==> src/avg_pulse_params.svh <==
// constants for the current average pulse monitor
`ifndef AVG_PULSE_PARAMS_SVH
`define AVG_PULSE_PARAMS_SVH

// clock and time base
`define CLK_PERIOD_NS 10
`define TICK_MS 100
`define TICK_CYCLES_DEF (`TICK_MS * 1000000 / `CLK_PERIOD_NS)
`define HOURS_UNIT_H 100
`define HOURS_UNIT_TICKS_DEF (`HOURS_UNIT_H * 3600 * 1000 / `TICK_MS)

// cycle segment times in ms, counts in ticks
`define CYCLE_MS 20000
`define CYCLE_TICKS (`CYCLE_MS / `TICK_MS)
`define START_MS 1000
`define START_TICKS (`START_MS / `TICK_MS)
`define INVALID_HIGH_MS 3500
`define INVALID_HIGH_TICKS (`INVALID_HIGH_MS / `TICK_MS)
`define CUR_MIN_MS 500
`define CUR_MIN_TICKS (`CUR_MIN_MS / `TICK_MS)
`define PULSE_MAX_MS 9000
`define PULSE_MAX_TICKS (`PULSE_MAX_MS / `TICK_MS)
`define HRS_MIN_MS 2000
`define HRS_MIN_TICKS (`HRS_MIN_MS / `TICK_MS)
`define SCALE_MS 5000
`define SCALE_TICKS (`SCALE_MS / `TICK_MS)
// hours pulse: count*100h/40000h*5s = count/8 ticks
`define HRS_DIV 8
`define HRS_SAT 14'h270E

// register byte offsets
`define OFS_AVG_TIME 8'h00
`define OFS_MASK_TIME 8'h04
`define OFS_REF_CUR 8'h08
`define OFS_HOURS 8'h0C
`define OFS_SEL_A 8'h10
`define OFS_SEL_B 8'h14
`define OFS_STATUS 8'h18

// reset values and ranges, setting times in 0.1 s, current in 0.1 A
`define AVG_TIME_RST 8'h0A
`define AVG_TIME_MIN 8'h01
`define AVG_TIME_MAX 8'h0A
`define MASK_TIME_RST 8'h00
`define MASK_TIME_MAX 8'hC8
`define REF_CUR_MAX 13'h1388
`define SEL_RST 8'h00
`define SEL_POS 8'h5D
`define SEL_NEG 8'hC1

`endif

==> src/avg_pulse_pkg.sv <==
// types for the current average pulse monitor
package avg_pulse_pkg;
    typedef enum logic [2:0] {
        ST_IDLE = 3'b000,
        ST_MASK = 3'b001,
        ST_START = 3'b010,
        ST_AVG_LOW = 3'b011,
        ST_HRS_HIGH = 3'b100,
        ST_END_LOW = 3'b101,
        ST_INVALID = 3'b110,
        ST_BLANK = 3'b111
    } mon_state_e;
endpackage : avg_pulse_pkg

==> src/current_average_pulse_monitor.sv <==
// pulse coded current average and hours monitor with wishbone registers
//
// Decided for this implementation: the register addresses and the Wishbone register port.
`timescale 1ns/1ns
`include "avg_pulse_params.svh"

// Overview of operation
// - repeat 20 s cycles during constant speed
// - 1 s high start pulse, current averaged
// - averaging window 0.1 to 1.0 s
// - mask 0 to 20 s after reaching constant
// - reference current 0 to 500 A is 100%
// - low pulse = avg/ref times 5 s
// - low pulse clamped 0.5 s to 9 s
// - hours high pulse follows current low pulse
// - hours pulse = count*100/40000h times 5 s
// - hours pulse clamped 2 s to 9 s
// - no mask or sampling while accel/decel
// - speed lost in start: 3.5 s high, 16.5 low
// - after start pulse, finish the cycle
// - zero current at end: wait next constant
// - 20 s low without data in three cases
// - only open collector outputs, 93/193 polarity
// - hours counter in 100 h, saturates 9998
module current_average_pulse_monitor
    import avg_pulse_pkg::*;
#(
    parameter int TICK_CYCLES = `TICK_CYCLES_DEF,
    parameter int HOURS_UNIT_TICKS = `HOURS_UNIT_TICKS_DEF
) (
    input wire logic clk_i,
    input wire logic rst_i,
    input wire logic wb_cyc_i,
    input wire logic wb_stb_i,
    input wire logic wb_we_i,
    input wire logic [7:0] wb_adr_i,
    input wire logic [3:0] wb_sel_i,
    input wire logic [31:0] wb_dat_i,
    output logic [31:0] wb_dat_o,
    output logic wb_ack_o,
    input wire logic const_speed_i,
    input wire logic accel_decel_i,
    input wire logic restart_active_i,
    input wire logic [15:0] out_current_i,
    output logic oc_term_a_o,
    output logic oc_term_b_o
);

    localparam logic [12:0] RATED_CUR = 13'h0064; // rated current, 0.1 A

    // polarity selection decode used for both terminals
    function automatic logic term_level(input logic [7:0] sel,
                                        input logic mon);
        if (sel == `SEL_POS) begin
            term_level = mon;
        end else if (sel == `SEL_NEG) begin
            term_level = ~mon;
        end else begin
            term_level = 1'b0; // not assigned: terminal idle
        end
    endfunction : term_level

    // state of the time bases
    logic [23:0] tick_cnt_ff, nxt_tick_cnt;
    logic [21:0] hour_cnt_ff, nxt_hour_cnt;
    logic [13:0] hours_ff, nxt_hours;
    logic tick;

    // register file state
    logic [7:0] avg_time_ff, nxt_avg_time;
    logic [7:0] mask_time_ff, nxt_mask_time;
    logic [12:0] ref_cur_ff, nxt_ref_cur;
    logic [7:0] sel_a_ff, nxt_sel_a;
    logic [7:0] sel_b_ff, nxt_sel_b;
    logic [31:0] rd_data_ff, nxt_rd_data;
    logic ack_ff, nxt_ack;

    // monitor sequence state
    mon_state_e state_ff, nxt_state;
    logic [7:0] cyc_cnt_ff, nxt_cyc_cnt;
    logic [7:0] seg_cnt_ff, nxt_seg_cnt;
    logic [19:0] sum_ff, nxt_sum;
    logic [3:0] nsamp_ff, nxt_nsamp;
    logic [27:0] acc_ff, nxt_acc;
    logic suppress_ff, nxt_suppress;
    logic mon_ff, nxt_mon;
    logic term_a_ff, nxt_term_a;
    logic term_b_ff, nxt_term_b;

    logic bus_req;
    logic [7:0] seg_inc;
    logic [27:0] acc_step;
    logic [27:0] target;
    logic cycle_end;
    mon_state_e end_choice;

    assign bus_req = wb_cyc_i & wb_stb_i & ~ack_ff;
    assign tick = (tick_cnt_ff == 24'(TICK_CYCLES - 1));

    // 0.1 s tick and energization hours counter
    always_comb begin
        nxt_tick_cnt = tick ? 24'h000000 : tick_cnt_ff + 24'h000001;
        nxt_hour_cnt = hour_cnt_ff;
        nxt_hours = hours_ff;
        if (tick) begin
            if (hour_cnt_ff == 22'(HOURS_UNIT_TICKS - 1)) begin
                nxt_hour_cnt = 22'h000000;
                if (hours_ff != `HRS_SAT) begin
                    nxt_hours = hours_ff + 14'h0001;
                end
            end else begin
                nxt_hour_cnt = hour_cnt_ff + 22'h000001;
            end
        end
        // writing zero clears a nonzero count
        if (bus_req && wb_we_i && wb_adr_i == `OFS_HOURS && wb_sel_i[0]
            && wb_dat_i[13:0] == 14'h0000 && hours_ff != 14'h0000) begin
            nxt_hours = 14'h0000;
            nxt_hour_cnt = 22'h000000;
        end
    end

    always_ff @(posedge clk_i) begin
        if (rst_i) begin
            tick_cnt_ff <= 24'h000000;
            hour_cnt_ff <= 22'h000000;
            hours_ff <= 14'h0000;
        end else begin
            tick_cnt_ff <= nxt_tick_cnt;
            hour_cnt_ff <= nxt_hour_cnt;
            hours_ff <= nxt_hours;
        end
    end

    // wishbone slave: one wait state, unmapped reads zero
    always_comb begin
        nxt_ack = bus_req;
        nxt_rd_data = 32'h00000000;
        nxt_avg_time = avg_time_ff;
        nxt_mask_time = mask_time_ff;
        nxt_ref_cur = ref_cur_ff;
        nxt_sel_a = sel_a_ff;
        nxt_sel_b = sel_b_ff;
        if (bus_req && wb_we_i) begin
            unique case (wb_adr_i)
                `OFS_AVG_TIME: if (wb_sel_i[0]) begin
                    if (wb_dat_i[7:0] < `AVG_TIME_MIN) begin
                        nxt_avg_time = `AVG_TIME_MIN;
                    end else if (wb_dat_i[7:0] > `AVG_TIME_MAX) begin
                        nxt_avg_time = `AVG_TIME_MAX;
                    end else begin
                        nxt_avg_time = wb_dat_i[7:0];
                    end
                end
                `OFS_MASK_TIME: if (wb_sel_i[0]) begin
                    nxt_mask_time = (wb_dat_i[7:0] > `MASK_TIME_MAX) ?
                        `MASK_TIME_MAX : wb_dat_i[7:0];
                end
                `OFS_REF_CUR: if (wb_sel_i[1:0] == 2'b11) begin
                    nxt_ref_cur = (wb_dat_i[15:0] > 16'(`REF_CUR_MAX)) ?
                        `REF_CUR_MAX : wb_dat_i[12:0];
                end
                `OFS_SEL_A: if (wb_sel_i[0]) nxt_sel_a = wb_dat_i[7:0];
                `OFS_SEL_B: if (wb_sel_i[0]) nxt_sel_b = wb_dat_i[7:0];
                default: ;
            endcase
        end else if (bus_req) begin
            unique case (wb_adr_i)
                `OFS_AVG_TIME: nxt_rd_data = {24'h000000, avg_time_ff};
                `OFS_MASK_TIME: nxt_rd_data = {24'h000000, mask_time_ff};
                `OFS_REF_CUR: nxt_rd_data = {19'h00000, ref_cur_ff};
                `OFS_HOURS: nxt_rd_data = {18'h00000, hours_ff};
                `OFS_SEL_A: nxt_rd_data = {24'h000000, sel_a_ff};
                `OFS_SEL_B: nxt_rd_data = {24'h000000, sel_b_ff};
                `OFS_STATUS: nxt_rd_data = {8'h00, cyc_cnt_ff, 3'h0,
                    suppress_ff, mon_ff, state_ff, 8'h00};
                default: nxt_rd_data = 32'h00000000;
            endcase
        end
    end

    always_ff @(posedge clk_i) begin
        if (rst_i) begin
            ack_ff <= 1'b0;
            rd_data_ff <= 32'h00000000;
            avg_time_ff <= `AVG_TIME_RST;
            mask_time_ff <= `MASK_TIME_RST;
            ref_cur_ff <= RATED_CUR;
            sel_a_ff <= `SEL_RST;
            sel_b_ff <= `SEL_RST;
        end else begin
            ack_ff <= nxt_ack;
            rd_data_ff <= nxt_rd_data;
            avg_time_ff <= nxt_avg_time;
            mask_time_ff <= nxt_mask_time;
            ref_cur_ff <= nxt_ref_cur;
            sel_a_ff <= nxt_sel_a;
            sel_b_ff <= nxt_sel_b;
        end
    end

    assign seg_inc = seg_cnt_ff + 8'h01;
    assign acc_step = 28'(ref_cur_ff) * 28'(nsamp_ff);
    assign target = 28'(sum_ff * `SCALE_TICKS);
    assign cycle_end = tick && cyc_cnt_ff == 8'(`CYCLE_TICKS - 1);

    // what follows a finished cycle
    always_comb begin
        if (out_current_i == 16'h0000) begin
            end_choice = ST_IDLE;
        end else if (accel_decel_i || restart_active_i) begin
            end_choice = ST_BLANK;
        end else if (!const_speed_i) begin
            end_choice = ST_IDLE;
        end else begin
            end_choice = ST_START;
        end
    end

    // monitor sequence
    always_comb begin
        nxt_state = state_ff;
        nxt_cyc_cnt = tick ? cyc_cnt_ff + 8'h01 : cyc_cnt_ff;
        nxt_seg_cnt = tick ? seg_inc : seg_cnt_ff;
        nxt_sum = sum_ff;
        nxt_nsamp = nsamp_ff;
        nxt_acc = acc_ff;
        nxt_suppress = suppress_ff & const_speed_i;
        unique case (state_ff)
            ST_IDLE: begin
                nxt_seg_cnt = 8'h00;
                if (const_speed_i && !accel_decel_i && !suppress_ff) begin
                    nxt_state = ST_MASK;
                end
            end
            ST_MASK: begin
                nxt_cyc_cnt = 8'h00;
                nxt_sum = 20'h00000;
                nxt_nsamp = 4'h0;
                if (accel_decel_i || !const_speed_i) begin
                    nxt_state = ST_IDLE;
                end else if (seg_cnt_ff >= mask_time_ff) begin
                    nxt_seg_cnt = 8'h00;
                    nxt_state = restart_active_i ? ST_BLANK : ST_START;
                end
            end
            ST_START: begin
                if (accel_decel_i) begin
                    nxt_state = ST_INVALID;
                end else if (tick) begin
                    if (seg_cnt_ff < avg_time_ff) begin
                        nxt_sum = sum_ff + 20'(out_current_i);
                        nxt_nsamp = nsamp_ff + 4'h1;
                    end
                    if (seg_inc == 8'(`START_TICKS)) begin
                        nxt_seg_cnt = 8'h00;
                        nxt_acc = 28'h0000000;
                        nxt_state = ST_AVG_LOW;
                    end
                end
            end
            ST_AVG_LOW: if (tick) begin
                nxt_acc = acc_ff + acc_step;
                // width = sum*5s / (ref*n), kept in 0.5..9 s
                if ((seg_inc >= 8'(`CUR_MIN_TICKS) && nxt_acc >= target)
                    || seg_inc == 8'(`PULSE_MAX_TICKS)) begin
                    nxt_seg_cnt = 8'h00;
                    nxt_state = ST_HRS_HIGH;
                end
            end
            ST_HRS_HIGH: if (tick) begin
                if ((seg_inc >= 8'(`HRS_MIN_TICKS) &&
                     17'(seg_inc) * 17'(`HRS_DIV) >= 17'(hours_ff))
                    || seg_inc == 8'(`PULSE_MAX_TICKS)) begin
                    nxt_state = ST_END_LOW;
                end
            end
            ST_END_LOW, ST_INVALID, ST_BLANK: if (cycle_end) begin
                nxt_cyc_cnt = 8'h00;
                nxt_seg_cnt = 8'h00;
                nxt_sum = 20'h00000;
                nxt_nsamp = 4'h0;
                nxt_state = (state_ff == ST_BLANK && end_choice == ST_BLANK)
                    ? ST_IDLE : end_choice;
                if (out_current_i == 16'h0000) begin
                    nxt_suppress = const_speed_i;
                end
            end
        endcase
        // output level for the next cycle
        unique case (nxt_state)
            ST_START, ST_HRS_HIGH: nxt_mon = 1'b1;
            ST_INVALID: nxt_mon = (nxt_cyc_cnt <
                8'(`INVALID_HIGH_TICKS));
            default: nxt_mon = 1'b0;
        endcase
        nxt_term_a = term_level(sel_a_ff, nxt_mon);
        nxt_term_b = term_level(sel_b_ff, nxt_mon);
    end

    always_ff @(posedge clk_i) begin
        if (rst_i) begin
            state_ff <= ST_IDLE;
            cyc_cnt_ff <= 8'h00;
            seg_cnt_ff <= 8'h00;
            sum_ff <= 20'h00000;
            nsamp_ff <= 4'h0;
            acc_ff <= 28'h0000000;
            suppress_ff <= 1'b0;
            mon_ff <= 1'b0;
            term_a_ff <= 1'b0;
            term_b_ff <= 1'b0;
        end else begin
            state_ff <= nxt_state;
            cyc_cnt_ff <= nxt_cyc_cnt;
            seg_cnt_ff <= nxt_seg_cnt;
            sum_ff <= nxt_sum;
            nsamp_ff <= nxt_nsamp;
            acc_ff <= nxt_acc;
            suppress_ff <= nxt_suppress;
            mon_ff <= nxt_mon;
            term_a_ff <= nxt_term_a;
            term_b_ff <= nxt_term_b;
        end
    end

    assign wb_ack_o = ack_ff;
    assign wb_dat_o = rd_data_ff;
    assign oc_term_a_o = term_a_ff;
    assign oc_term_b_o = term_b_ff;

endmodule : current_average_pulse_monitor

==> config.mk <==
export PLATFORM = sky130hd
export DESIGN_NAME = current_average_pulse_monitor
export DESIGN_NICKNAME = d
export VERILOG_FILES = /design/src/avg_pulse_pkg.sv /design/src/current_average_pulse_monitor.sv
export VERILOG_INCLUDE_DIRS = /design/src
export SDC_FILE = /design/constraint.sdc
export NUM_CORES = 1
export LEC_CHECK = 0
export BUFFER_PORTS_ARGS = -buffer_cell sky130_fd_sc_hd__buf_2
export CORE_ASPECT_RATIO = 0.9
export CORE_MARGIN = 3
export CORE_UTILIZATION = 58
export DETAILED_ROUTE_END_ITERATION = 12
export PLACE_DENSITY = 0.77
export SYNTH_ARGS = -nofsm -noshare
export SYNTH_HDL_FRONTEND = slang
export SYNTH_SLANG_ARGS = --single-unit
==> constraint.sdc <==
create_clock -name clk_i -period 7.45 [get_ports clk_i]
set_input_delay 0.3725 -clock clk_i [delete_from_list [all_inputs] [get_ports clk_i]]
set_output_delay 0.3725 -clock clk_i [all_outputs]
set_load 0.005 [all_outputs]
==> impl_metrics.yaml, run 1 <==
min_path:
  holdPathStages: 3
  min_to: "ref_cur_ff[10]"
  hp-class: "primary input to flip-flop"
  min_from: "wb_dat_i[10]"
synth:
  synthFlopType: "dfxtp_1"
  yosysWarningCount: 0
  netlist_area_um2: 15500
  synthCells: 1864
  ys_ff_latch: 203
  synthDistinctLibCells: 85
  synth_edf_count: 0
  syn_avg_cell_area_um2: 8.29
  yosysSeqAreaShare_pct: 26.3
  ys_async_sr_fraction_pct: 0
detailed_routing:
  viasPerCell: 5.91
  wirelength_um: 37500
  ant_nets: 0
  drt_iter0_drc: 960
  wl_per_cell_um: 16.5
  vias: 13400
  drt_first_pass_iters: 6
  drcViolationCount: 0
outcome:
  status: "finished, final reports clean"
setup_path:
  critPathMaxStageDelay_ns: 0.63
  worstSetupPathType: "flip-flop to flip-flop"
  cp_num_buf_inv: 2
  cp_data_required_time_ns: 7.84
  slowest_stage: "or4_4"
  worstRegToRegCells: 24
  end_kind: "flip-flop"
  rr_endpoint: "oc_term_a_o"
  crit_family: "simple AND/OR/NAND/NOR gates"
  worstPathArrival_ns: 7.28
  path_cells: "and2_1 > fa_1 > fa_1 > inv_1 > fa_1 > inv_1 > ha_1 > nand3_1 > nor4_2 > nand3_1 > a31oi_1 > and2_1 > and3_1 > xor2_1 > ha_1 > a21oi_1 > o21ai_0 > nand2_1 > nand4_2 > o31ai_1 > a21oi_1 > or4_4 > nand3_1 > a21oi_1"
  cp-start-kind: "flip-flop"
  rr_startpoint: "nsamp_ff[1]"
  r2r_setup_slack_ns: 0.56
  cp_max_fo: 16
timing:
  max_slew.worst_pin.slew_ns: 1.17
  timing.final.crit_share_pct: 92.5
  timing.fmax_mhz: 145
  skew_ns: 0.0160
  slew_viol_final: 0
  finalCriticalPeriod_ns: 6.89
  tns_ns: 0
  setup_viol: 0
  hold_violations: 0
  relSlewSlack_pct: 22.1
  rsz0062_at_grt: "no"
floorplanning:
  ios: 103
  start_util_pct: 59.2
  die_y_um: 161
  rows: 56
  die_area_um2: 28700
  core_um2: 26100
  die_w_um: 178
clock_tree:
  cts.sinks: 203
  clk_pin_slew_worst_paths_ns: 0.06
  cts_tree: "built"
  clk-insertion-delay-late_ns: 0.52
  cts_buffer_depth: 3
  cts_setup_buffers: 0
  root_buffer: "clkbuf_16"
  htreeDepth: 1
  numCtsBuffers: 23
layout:
  area_delta_synth_final_pct: 8.88
  antenna_cells: 0
  finalInstanceArea_um2: 16800
  final_common_cell: "nor2_1"
  drive_gt1_share_pct: 9.00
  most-common-layout-cells: "nor2_1, dfxtp_1, inv_1, ha_1, nand2_1"
  nFillCells: 2192
  nNetsFinal: 2192
  multiInputGateArea_um2: 10400
  seqCellArea_um2: 4070
placed_design:
  gp_congestion: 0.974
  hpwl_um: 28000
  portBuffers: 74
  placed_area_um2: 16000
grt:
  grt_pass1_vias: 13100
  globalRouteOverflowTotal: 0
  grt_max_degree: 54
  grt_use_total_pct: 26.3
  grt_pass1_wl_um: 63000
  antenna_found_initial: 0
power:
  powerDensity_nw_per_um2: 181
  p_leak_uw: 0.00740
  ir_drop_mv: 0.184
run:
  maxCapViolations: 0
## cell usage after synthesis, types with 14 or more instances
library cell / count / area (µm²)
nor2_1: 210 / 788
dfxtp_1: 203 / 4060
inv_1: 187 / 702
ha_1: 165 / 2060
nand2_1: 122 / 458
a21oi_1: 120 / 601
nand3_1: 69 / 345
xnor2_1: 64 / 561
and2_1: 63 / 394
xor2_1: 58 / 508
fa_1: 52 / 1040
o21ai_0: 48 / 240
clkbuf_1: 46 / 173
nor3_1: 35 / 175
a22oi_1: 33 / 248
and3_1: 30 / 188
a21o_1: 27 / 203
nand4_1: 25 / 156
or3_1: 21 / 131
nor4_1: 20 / 125
a31oi_1: 18 / 113
o31ai_1: 15 / 113
a211oi_1: 14 / 105
## flip-flops by register name (all words and copies together) (netlist names), 3 cells and up
| signal | flops |
|---|---|
| nsamp_ff | 4 |
| hours_ff | 14 |
| hour_cnt_ff | 22 |
| seg_cnt_ff | 8 |
| cyc_cnt_ff | 8 |
| acc_ff | 28 |
| wb_dat_o | 22 |
| mask_time_ff | 8 |
| avg_time_ff | 8 |
| sum_ff | 20 |
| tick_cnt_ff | 24 |
| state_ff | 3 |
| sel_a_ff | 8 |
| sel_b_ff | 8 |
| ref_cur_ff | 13 |
## cell families after synthesis
group           count (synthesis)  synth area share [%]
mux                            31                  2.68
fa+ha+maj                     217                  20.1
buf+inv                       260                  6.77
flops                         203                  26.3
other cells                     1                0.0243
compound gates                350                  14.9
simple gates                  680                  22.4
xor+xnor                      122                  6.91
## metal layers
layer / wire length, µm / global-route usage [%] / vias to the layer above
met3: 2830 / 4.63 / 65
met4: 820 / 6.67 / 0
li1: - / - / 6555
met2: 17000 / 42.6 / 405
met1: 16900 / 36.5 / 6392
met5: 0 / 0 / -
## power by group
part           switching [µW]  total [µW]  leakage [µW]  internal [µW]
Combinational             472         701       0.00537            229
Sequential               39.5        1140       0.00164           1100
Clock                     479        1200      0.000390            721
Total                     991        3040       0.00740           2050
## metrics by stage
stage	std cells	power, µW	hold WS (ns)	util, %	setup slack [ns]
after floorplan	1873	1640	0.421	-	1.29
after global placement	2230	1830	0.454	61.3	0.736
after detailed placement	2230	1850	0.455	61.3	0.522
after CTS	2271	3050	0.154	64.4	0.491
after global routing	2271	3200	0.156	64.4	0.0979
final	2271	3040	0.168	64.4	0.562
## repair_timing
| action | CTS | global route |
|---|---|---|
| gates resized for setup | 0 | 4 |
| endpoints found under the setup margin | 0 | 3 |
| hold buffers | 0 | 0 |
## cell type report
cell class                      instances  share of cell area, %
Clock buffer                           28                   3.83
Timing Repair Buffer                   81                   2.53
Tap cell                              348                   2.59
Multi-Input combinational cell       1410                   61.8
Inverter                              188                   4.19
Sequential cell                       203                   24.2
Clock inverter                         13                  0.944
## how the worst max path moves through the flow
stage / from / to / cells after the start
3_5_place_dp: nsamp_ff[2] / oc_term_a_o / 23
5_1_grt: nsamp_ff[2] / oc_term_a_o / 24
2_1_floorplan: nsamp_ff[2] / oc_term_a_o / 26
3_3_place_gp: nsamp_ff[1] / oc_term_a_o / 25
6_report: nsamp_ff[1] / oc_term_a_o / 24
4_1_cts: nsamp_ff[2] / oc_term_a_o / 23
## tightest hold or removal path, delay by kind of cell
family                 cells  cell delay, ns
AO/OA/AOI/OAI              1            0.06
buffers and inverters      1            0.13
AND/OR/NAND/NOR            1            0.07
Power figures use the tool's default switching activity.
==> run 2: changes to the inputs <==
- CORE_MARGIN: 3 -> unset
- CTS_CLUSTER_SIZE: unset -> 25
- clock period: 7.45 -> 7.9 ns (I/O delays scaled with it)
==> impl_metrics.yaml, run 2 (synthesis results as in run 1) <==
outcome:
  status: "finished, final reports clean"
setup_path:
  critPathMaxStageDelay_ns: 0.62
  crit_start: "nsamp_ff[1]"
  cp-start-kind: "flip-flop"
  end_kind: "flip-flop"
  path_cells: "and2_1 > fa_1 > fa_1 > inv_1 > fa_1 > inv_1 > ha_1 > nand3_1 > nor4_2 > nand3_1 > a31oi_1 > and2_1 > and3_1 > xor2_1 > ha_1 > a21oi_1 > o21ai_0 > nand2_1 > nand4_2 > o31ai_1 > a21oi_1 > nor4_2 > o31ai_1 > a21oi_1"
  cp_data_required_time_ns: 8.35
  cp_max_fo: 16
  rr_startpoint: "nsamp_ff[1]"
  worstPathArrival_ns: 7.62
  cp_num_buf_inv: 2
  slowest_stage: "dfxtp_1"
  crit_family: "simple AND/OR/NAND/NOR gates"
  worstSetupPathType: "flip-flop to flip-flop"
timing:
  max_slew.worst_pin.slew_ns: 1.20
  skew_ns: 0.0171
  tns_ns: 0
  setup_viol: 0
  finalCriticalPeriod_ns: 7.18
  timing.final.crit_share_pct: 90.9
  hold_violations: 0
  slew_viol_final: 0
  rsz0062_at_grt: "no"
  timing.fmax_mhz: 139
  relSlewSlack_pct: 19.8
clock_tree:
  cts_setup_buffers: 0
  clk-insertion-delay-late_ns: 0.53
  cts_hold_buffers: 0
  cts.sinks: 203
  cts_tree: "built"
  root_buffer: "clkbuf_16"
  cts_buffer_depth: 3
  htreeDepth: 1
  numCtsBuffers: 24
  cts_resized: 0
  clk_pin_slew_worst_paths_ns: 0.06
grt:
  globalRouteOverflowTotal: 0
  antenna_found_initial: 0
  grt_pass1_wl_um: 61500
  grt_max_degree: 56
  grt_use_total_pct: 27.3
  grt_pass1_vias: 12400
placed_design:
  gp_congestion: 0.903
  hpwl_um: 28100
  portBuffers: 74
min_path:
  hp-class: "primary input to flip-flop"
  min_from: "const_speed_i"
power:
  p_leak_uw: 0.00744
  powerDensity_nw_per_um2: 174
  ir_drop_mv: 0.208
  p_total_uw: 2930
layout:
  top_regs: "acc_ff (28), tick_cnt_ff (24)"
  antenna_cells: 0
  largest_reg_flops: 28
  area_delta_synth_final_pct: 9.25
  regMostFlops: "acc_ff"
  nNetsFinal: 2195
  drive_gt1_share_pct: 8.88
  most-common-layout-cells: "nor2_1, dfxtp_1, inv_1, ha_1, nand2_1"
  final_common_cell: "nor2_1"
  nFillCells: 2207
run:
  maxCapViolations: 0
detailed_routing:
  drcViolationCount: 0
  vias: 13400
  wl_per_cell_um: 16.4
  viasPerCell: 5.89
  drt_first_pass_iters: 5
  ant_nets: 0
  drt_iter0_drc: 1108
  wirelength_um: 37400
floorplanning:
  core_um2: 26100
  die_y_um: 157
  die_w_um: 174
  rows: 56
  start_util_pct: 59.2
  ios: 103
  die_area_um2: 27300
## run 2: changes by cell type in the layout (fill, tap and decap cells not counted)
cell | before | now
nor4_2 | 2 | 3
clkbuf_16 | 23 | 25
clkinv_2 | 4 | 3
clkbuf_1 | 0 | 1
nor4_4 | 1 | 0
nor2_2 | 1 | 0
buf_4 | 8 | 10
dfxtp_2 | 3 | 0
dfxtp_1 | 200 | 203
clkinvlp_4 | 3 | 1
nor2_1 | 209 | 210
inv_6 | 0 | 1
clkinv_4 | 3 | 0
clkbuf_8 | 5 | 8
## run 2: where the power goes
part	switching, µW	total, µW	leakage, µW	internal (µW)
Clock	446	1190	0.000426	746
Combinational	441	661	0.00538	220
Sequential	37.0	1080	0.00164	1040
Total	924	2930	0.00744	2010
## run 2: metrics by stage
step / hold slack [ns] / setup WS [ns] / util (%) / area, µm² / std cells
3_3_place_gp: 0.454 / 1.13 / 61.3 / 16000 / 2232
2_1_floorplan: 0.421 / 1.74 / - / 15500 / 1873
4_1_cts: 0.161 / 0.829 / 64.6 / 16900 / 2274
3_5_place_dp: 0.459 / 0.946 / 61.3 / 16000 / 2232
5_1_grt: 0.166 / 0.369 / 64.6 / 16900 / 2274
6_report: 0.183 / 0.721 / 64.6 / 16900 / 2274
## run 2: worst paths after layout
kind	endpoint	slack, ns	depth (start not counted)
max	oc_term_a_o	0.72	24
min	suppress_ff	0.18	2
max reg2reg	oc_term_a_o	0.72	24
min reg2reg	tick_cnt_ff[0]	0.47	1
## run 2: per-layer routing
metal / global-route usage (%) / wire [µm] / up-vias
li1: - / - / 6559
met1: 37.8 / 17300 / 6374
met2: 44.6 / 16800 / 416
met3: 3.94 / 2410 / 54
met4: 6.64 / 847 / 0
met5: 0 / 0 / -
## run 2: layout make-up
| class | instances | area (µm²) | area share [%] |
|---|---|---|---|
| multi-input cells | 1410 | 10400 | 61.5 |
| flip-flops and latches | 203 | 4060 | 24.1 |
| clock buffers | 34 | 739 | 4.38 |
| inverters | 188 | 706 | 4.18 |
| repair buffers | 83 | 440 | 2.61 |
| well taps | 348 | 435 | 2.58 |
| clock inverters | 8 | 121 | 0.719 |
## run 2: worst register-to-register path, stage by stage (launching register included)
cell and delay [ns]:
dfxtp_1 0.62, and2_1 0.24, fa_1 0.46, fa_1 0.55, inv_1 0.05, fa_1 0.50, inv_1 0.04, ha_1 0.37
nand3_1 0.19, nor4_2 0.36, nand3_1 0.24, a31oi_1 0.35, and2_1 0.36, and3_1 0.27, xor2_1 0.20, ha_1 0.29
a21oi_1 0.15, o21ai_0 0.09, nand2_1 0.10, nand4_2 0.09, o31ai_1 0.38, a21oi_1 0.25, nor4_2 0.60, o31ai_1 0.17
a21oi_1 0.17
==> run 3: changes to the inputs <==
- ABC_AREA: unset -> 1
- clock period: 7.9 -> 6.68 ns (I/O delays scaled with it)
==> impl_metrics.yaml, run 3 <==
synth:
  synth.area.top_cells: "dfxtp_1, ha_1, nand2_1"
  yosysMostFrequentCell: "nand2_1"
  yosysWarningCount: 0
  synth_xor_xnor_area_share_pct: 3.86
  synth_edf_count: 0
  ys_async_sr_fraction_pct: 0
  yosysSeqAreaShare_pct: 26.4
  synthDistinctLibCells: 59
  synth_compound_area_share_pct: 13.2
  synthCells: 2194
  yosysTopAreaCellShare_pct: 26.4
  synthMuxAreaShare_pct: 0
  synthTopCellsByCount: "nand2_1, inv_1, a21oi_1"
  synth_top_area_cell: "dfxtp_1"
  ys_ff_latch: 203
  synth-adder-area-share_pct: 20.1
  synthFlopType: "dfxtp_1"
  syn_avg_cell_area_um2: 7.03
  synth_top_family_by_area: "simple AND/OR/NAND/NOR gates"
  netlist_area_um2: 15400
  yosys.area_share.simple_pct: 24.6
grt:
  globalRouteOverflowTotal: 0
  grt_use_total_pct: 27.9
  grt_max_degree: 42
  grt_pass1_wl_um: 63200
  grt_pass1_vias: 13400
  antenna_found_initial: 0
setup_path:
  critPathMaxStageDelay_ns: 0.53
  cp_data_required_time_ns: 7.11
  crit_family: "adder cells"
  rr_endpoint: "oc_term_a_o"
  cp-start-kind: "flip-flop"
  slowest_stage: "fa_1"
  worstPathArrival_ns: 6.59
  worstSetupPathType: "flip-flop to flip-flop"
  end_kind: "flip-flop"
  cp_max_fo: 12
  critPathMostFrequentCell: "nand2_1"
  worstRegToRegCells: 37
  cp_num_buf_inv: 6
  rr_startpoint: "nsamp_ff[2]"
  r2r_setup_slack_ns: 0.52
floorplanning:
  start_util_pct: 59.1
  core_um2: 26100
  rows: 56
  ios: 103
  die_y_um: 157
  die_w_um: 174
  die_area_um2: 27200
placed_design:
  dpl.cell_count: 2589
  portBuffers: 74
  hpwl_um: 29100
  dp_slack_ns: 0.168
  gp_congestion: 0.930
detailed_routing:
  wl_per_cell_um: 14.3
  drt_iter0_drc: 1183
  ant_nets: 0
  viasPerCell: 5.43
  drcViolationCount: 0
  wirelength_um: 37800
  drt_first_pass_iters: 5
  vias: 14300
timing:
  hold_violations: 0
  timing.final.crit_share_pct: 92.2
  setup_viol: 0
  tns_ns: 0
  max_slew.worst_pin.slew_ns: 1.13
  skew_ns: 0.0128
  relSlewSlack_pct: 24.0
  slew_viol_final: 0
  timing.fmax_mhz: 162
  finalCriticalPeriod_ns: 6.16
  final.setup.worst_slack_ns: 0.520
power:
  ir_drop_mv: 0.224
  p_leak_uw: 0.00815
  p_total_uw: 2770
  powerDensity_nw_per_um2: 163
layout:
  most-common-layout-cells: "nand2_1, inv_1, a21oi_1, nor2_1, dfxtp_1"
  regMostFlops: "acc_ff"
  multiInputGateArea_um2: 9580
  nNetsFinal: 2553
  area_delta_synth_final_pct: 10.4
  antenna_cells: 0
  fin_cells: 2634
  largest_reg_flops: 28
  final_common_cell: "nand2_1"
  nFillCells: 2311
  seqCellArea_um2: 4080
  post-route-util_pct: 65.3
  drive_gt1_share_pct: 8.27
  top_regs: "acc_ff (28), tick_cnt_ff (24)"
min_path:
  min_from: "wb_dat_i[11]"
  min_to: "ref_cur_ff[11]"
  hp-class: "primary input to flip-flop"
  holdPathStages: 3
clock_tree:
  root_buffer: "clkbuf_16"
  cts.sinks: 203
  clk-insertion-delay-late_ns: 0.54
  numCtsBuffers: 25
  clk_pin_slew_worst_paths_ns: 0.06
  cts_hold_buffers: 0
  cts_tree: "built"
  cts_buffer_depth: 3
  htreeDepth: 1
run:
  maxCapViolations: 0
outcome:
  status: "finished, final reports clean"
## run 3: logic make-up (layout without fill, tap and decap cells)
logic type               Yosys count  after routing
flip-flops                       203            203
XOR/XNOR                          67             67
other                              1             10
AO/OA/AOI/OAI                    367            367
adder cells (fa/ha/maj)          217            217
buffers and inverters            467            550
AND/OR/NAND/NOR                  872            872
## run 3: stage by stage
stage	hold WS, ns	area (µm²)
finish	0.0674	17000
global route	0.0657	17000
CTS	0.0573	17000
detailed placement	0.449	16100
global placement	0.431	16100
floorplan	0.418	15400
## run 3: worst max path at each step
| stage | start | end | slack [ns] | cells past startpoint |
|---|---|---|---|---|
| global route | nsamp_ff[2] | oc_term_a_o | -0.02 | 37 |
| detailed placement | nsamp_ff[3] | oc_term_a_o | 0.17 | 36 |
| floorplan | nsamp_ff[2] | oc_term_a_o | 0.91 | 38 |
| finish | nsamp_ff[2] | oc_term_a_o | 0.52 | 37 |
| global placement | nsamp_ff[3] | oc_term_b_o | 0.35 | 36 |
| CTS | nsamp_ff[3] | oc_term_a_o | 0.14 | 36 |
## run 3: worst register-to-register path, delay by kind of cell, from the launching register on
kind	cells	cell delay, ns
buffers and inverters	6	0.43
AND/OR/NAND/NOR	19	1.78
flip-flops	1	0.39
adder cells (fa/ha/maj)	5	2.10
XOR/XNOR	1	0.23
AO/OA/AOI/OAI	6	1.06
## run 3: metal layers
metal / vias up / routed length, µm / global-route usage (%)
met5: - / 0 / 0
met4: 0 / 727 / 6.52
met3: 51 / 2480 / 3.43
met2: 441 / 16500 / 45.4
met1: 6598 / 18000 / 39.2
li1: 7211 / - / -
## run 3: where the power goes
group	internal (µW)	switching [µW]	total, µW
Combinational	36.4	83.9	120
Sequential	1210	3.77	1220
Clock	873	564	1440
Total	2120	651	2770
## run 3: area by class of cell
class / instances / area share [%]
multi-input combinational: 1533 / 56.3
tap: 348 / 2.56
timing repair buffer: 86 / 2.71
inverter: 419 / 9.27
clock buffer: 35 / 4.48
clock inverter: 10 / 0.698
sequential: 203 / 24.0
## run 3: what timing repair did
item / in CTS / in global routing
setup endpoints to repair: 0 / 12
hold endpoints to repair: 0 / 0
setup buffers: 0 / 0
gates resized for setup: 0 / 15
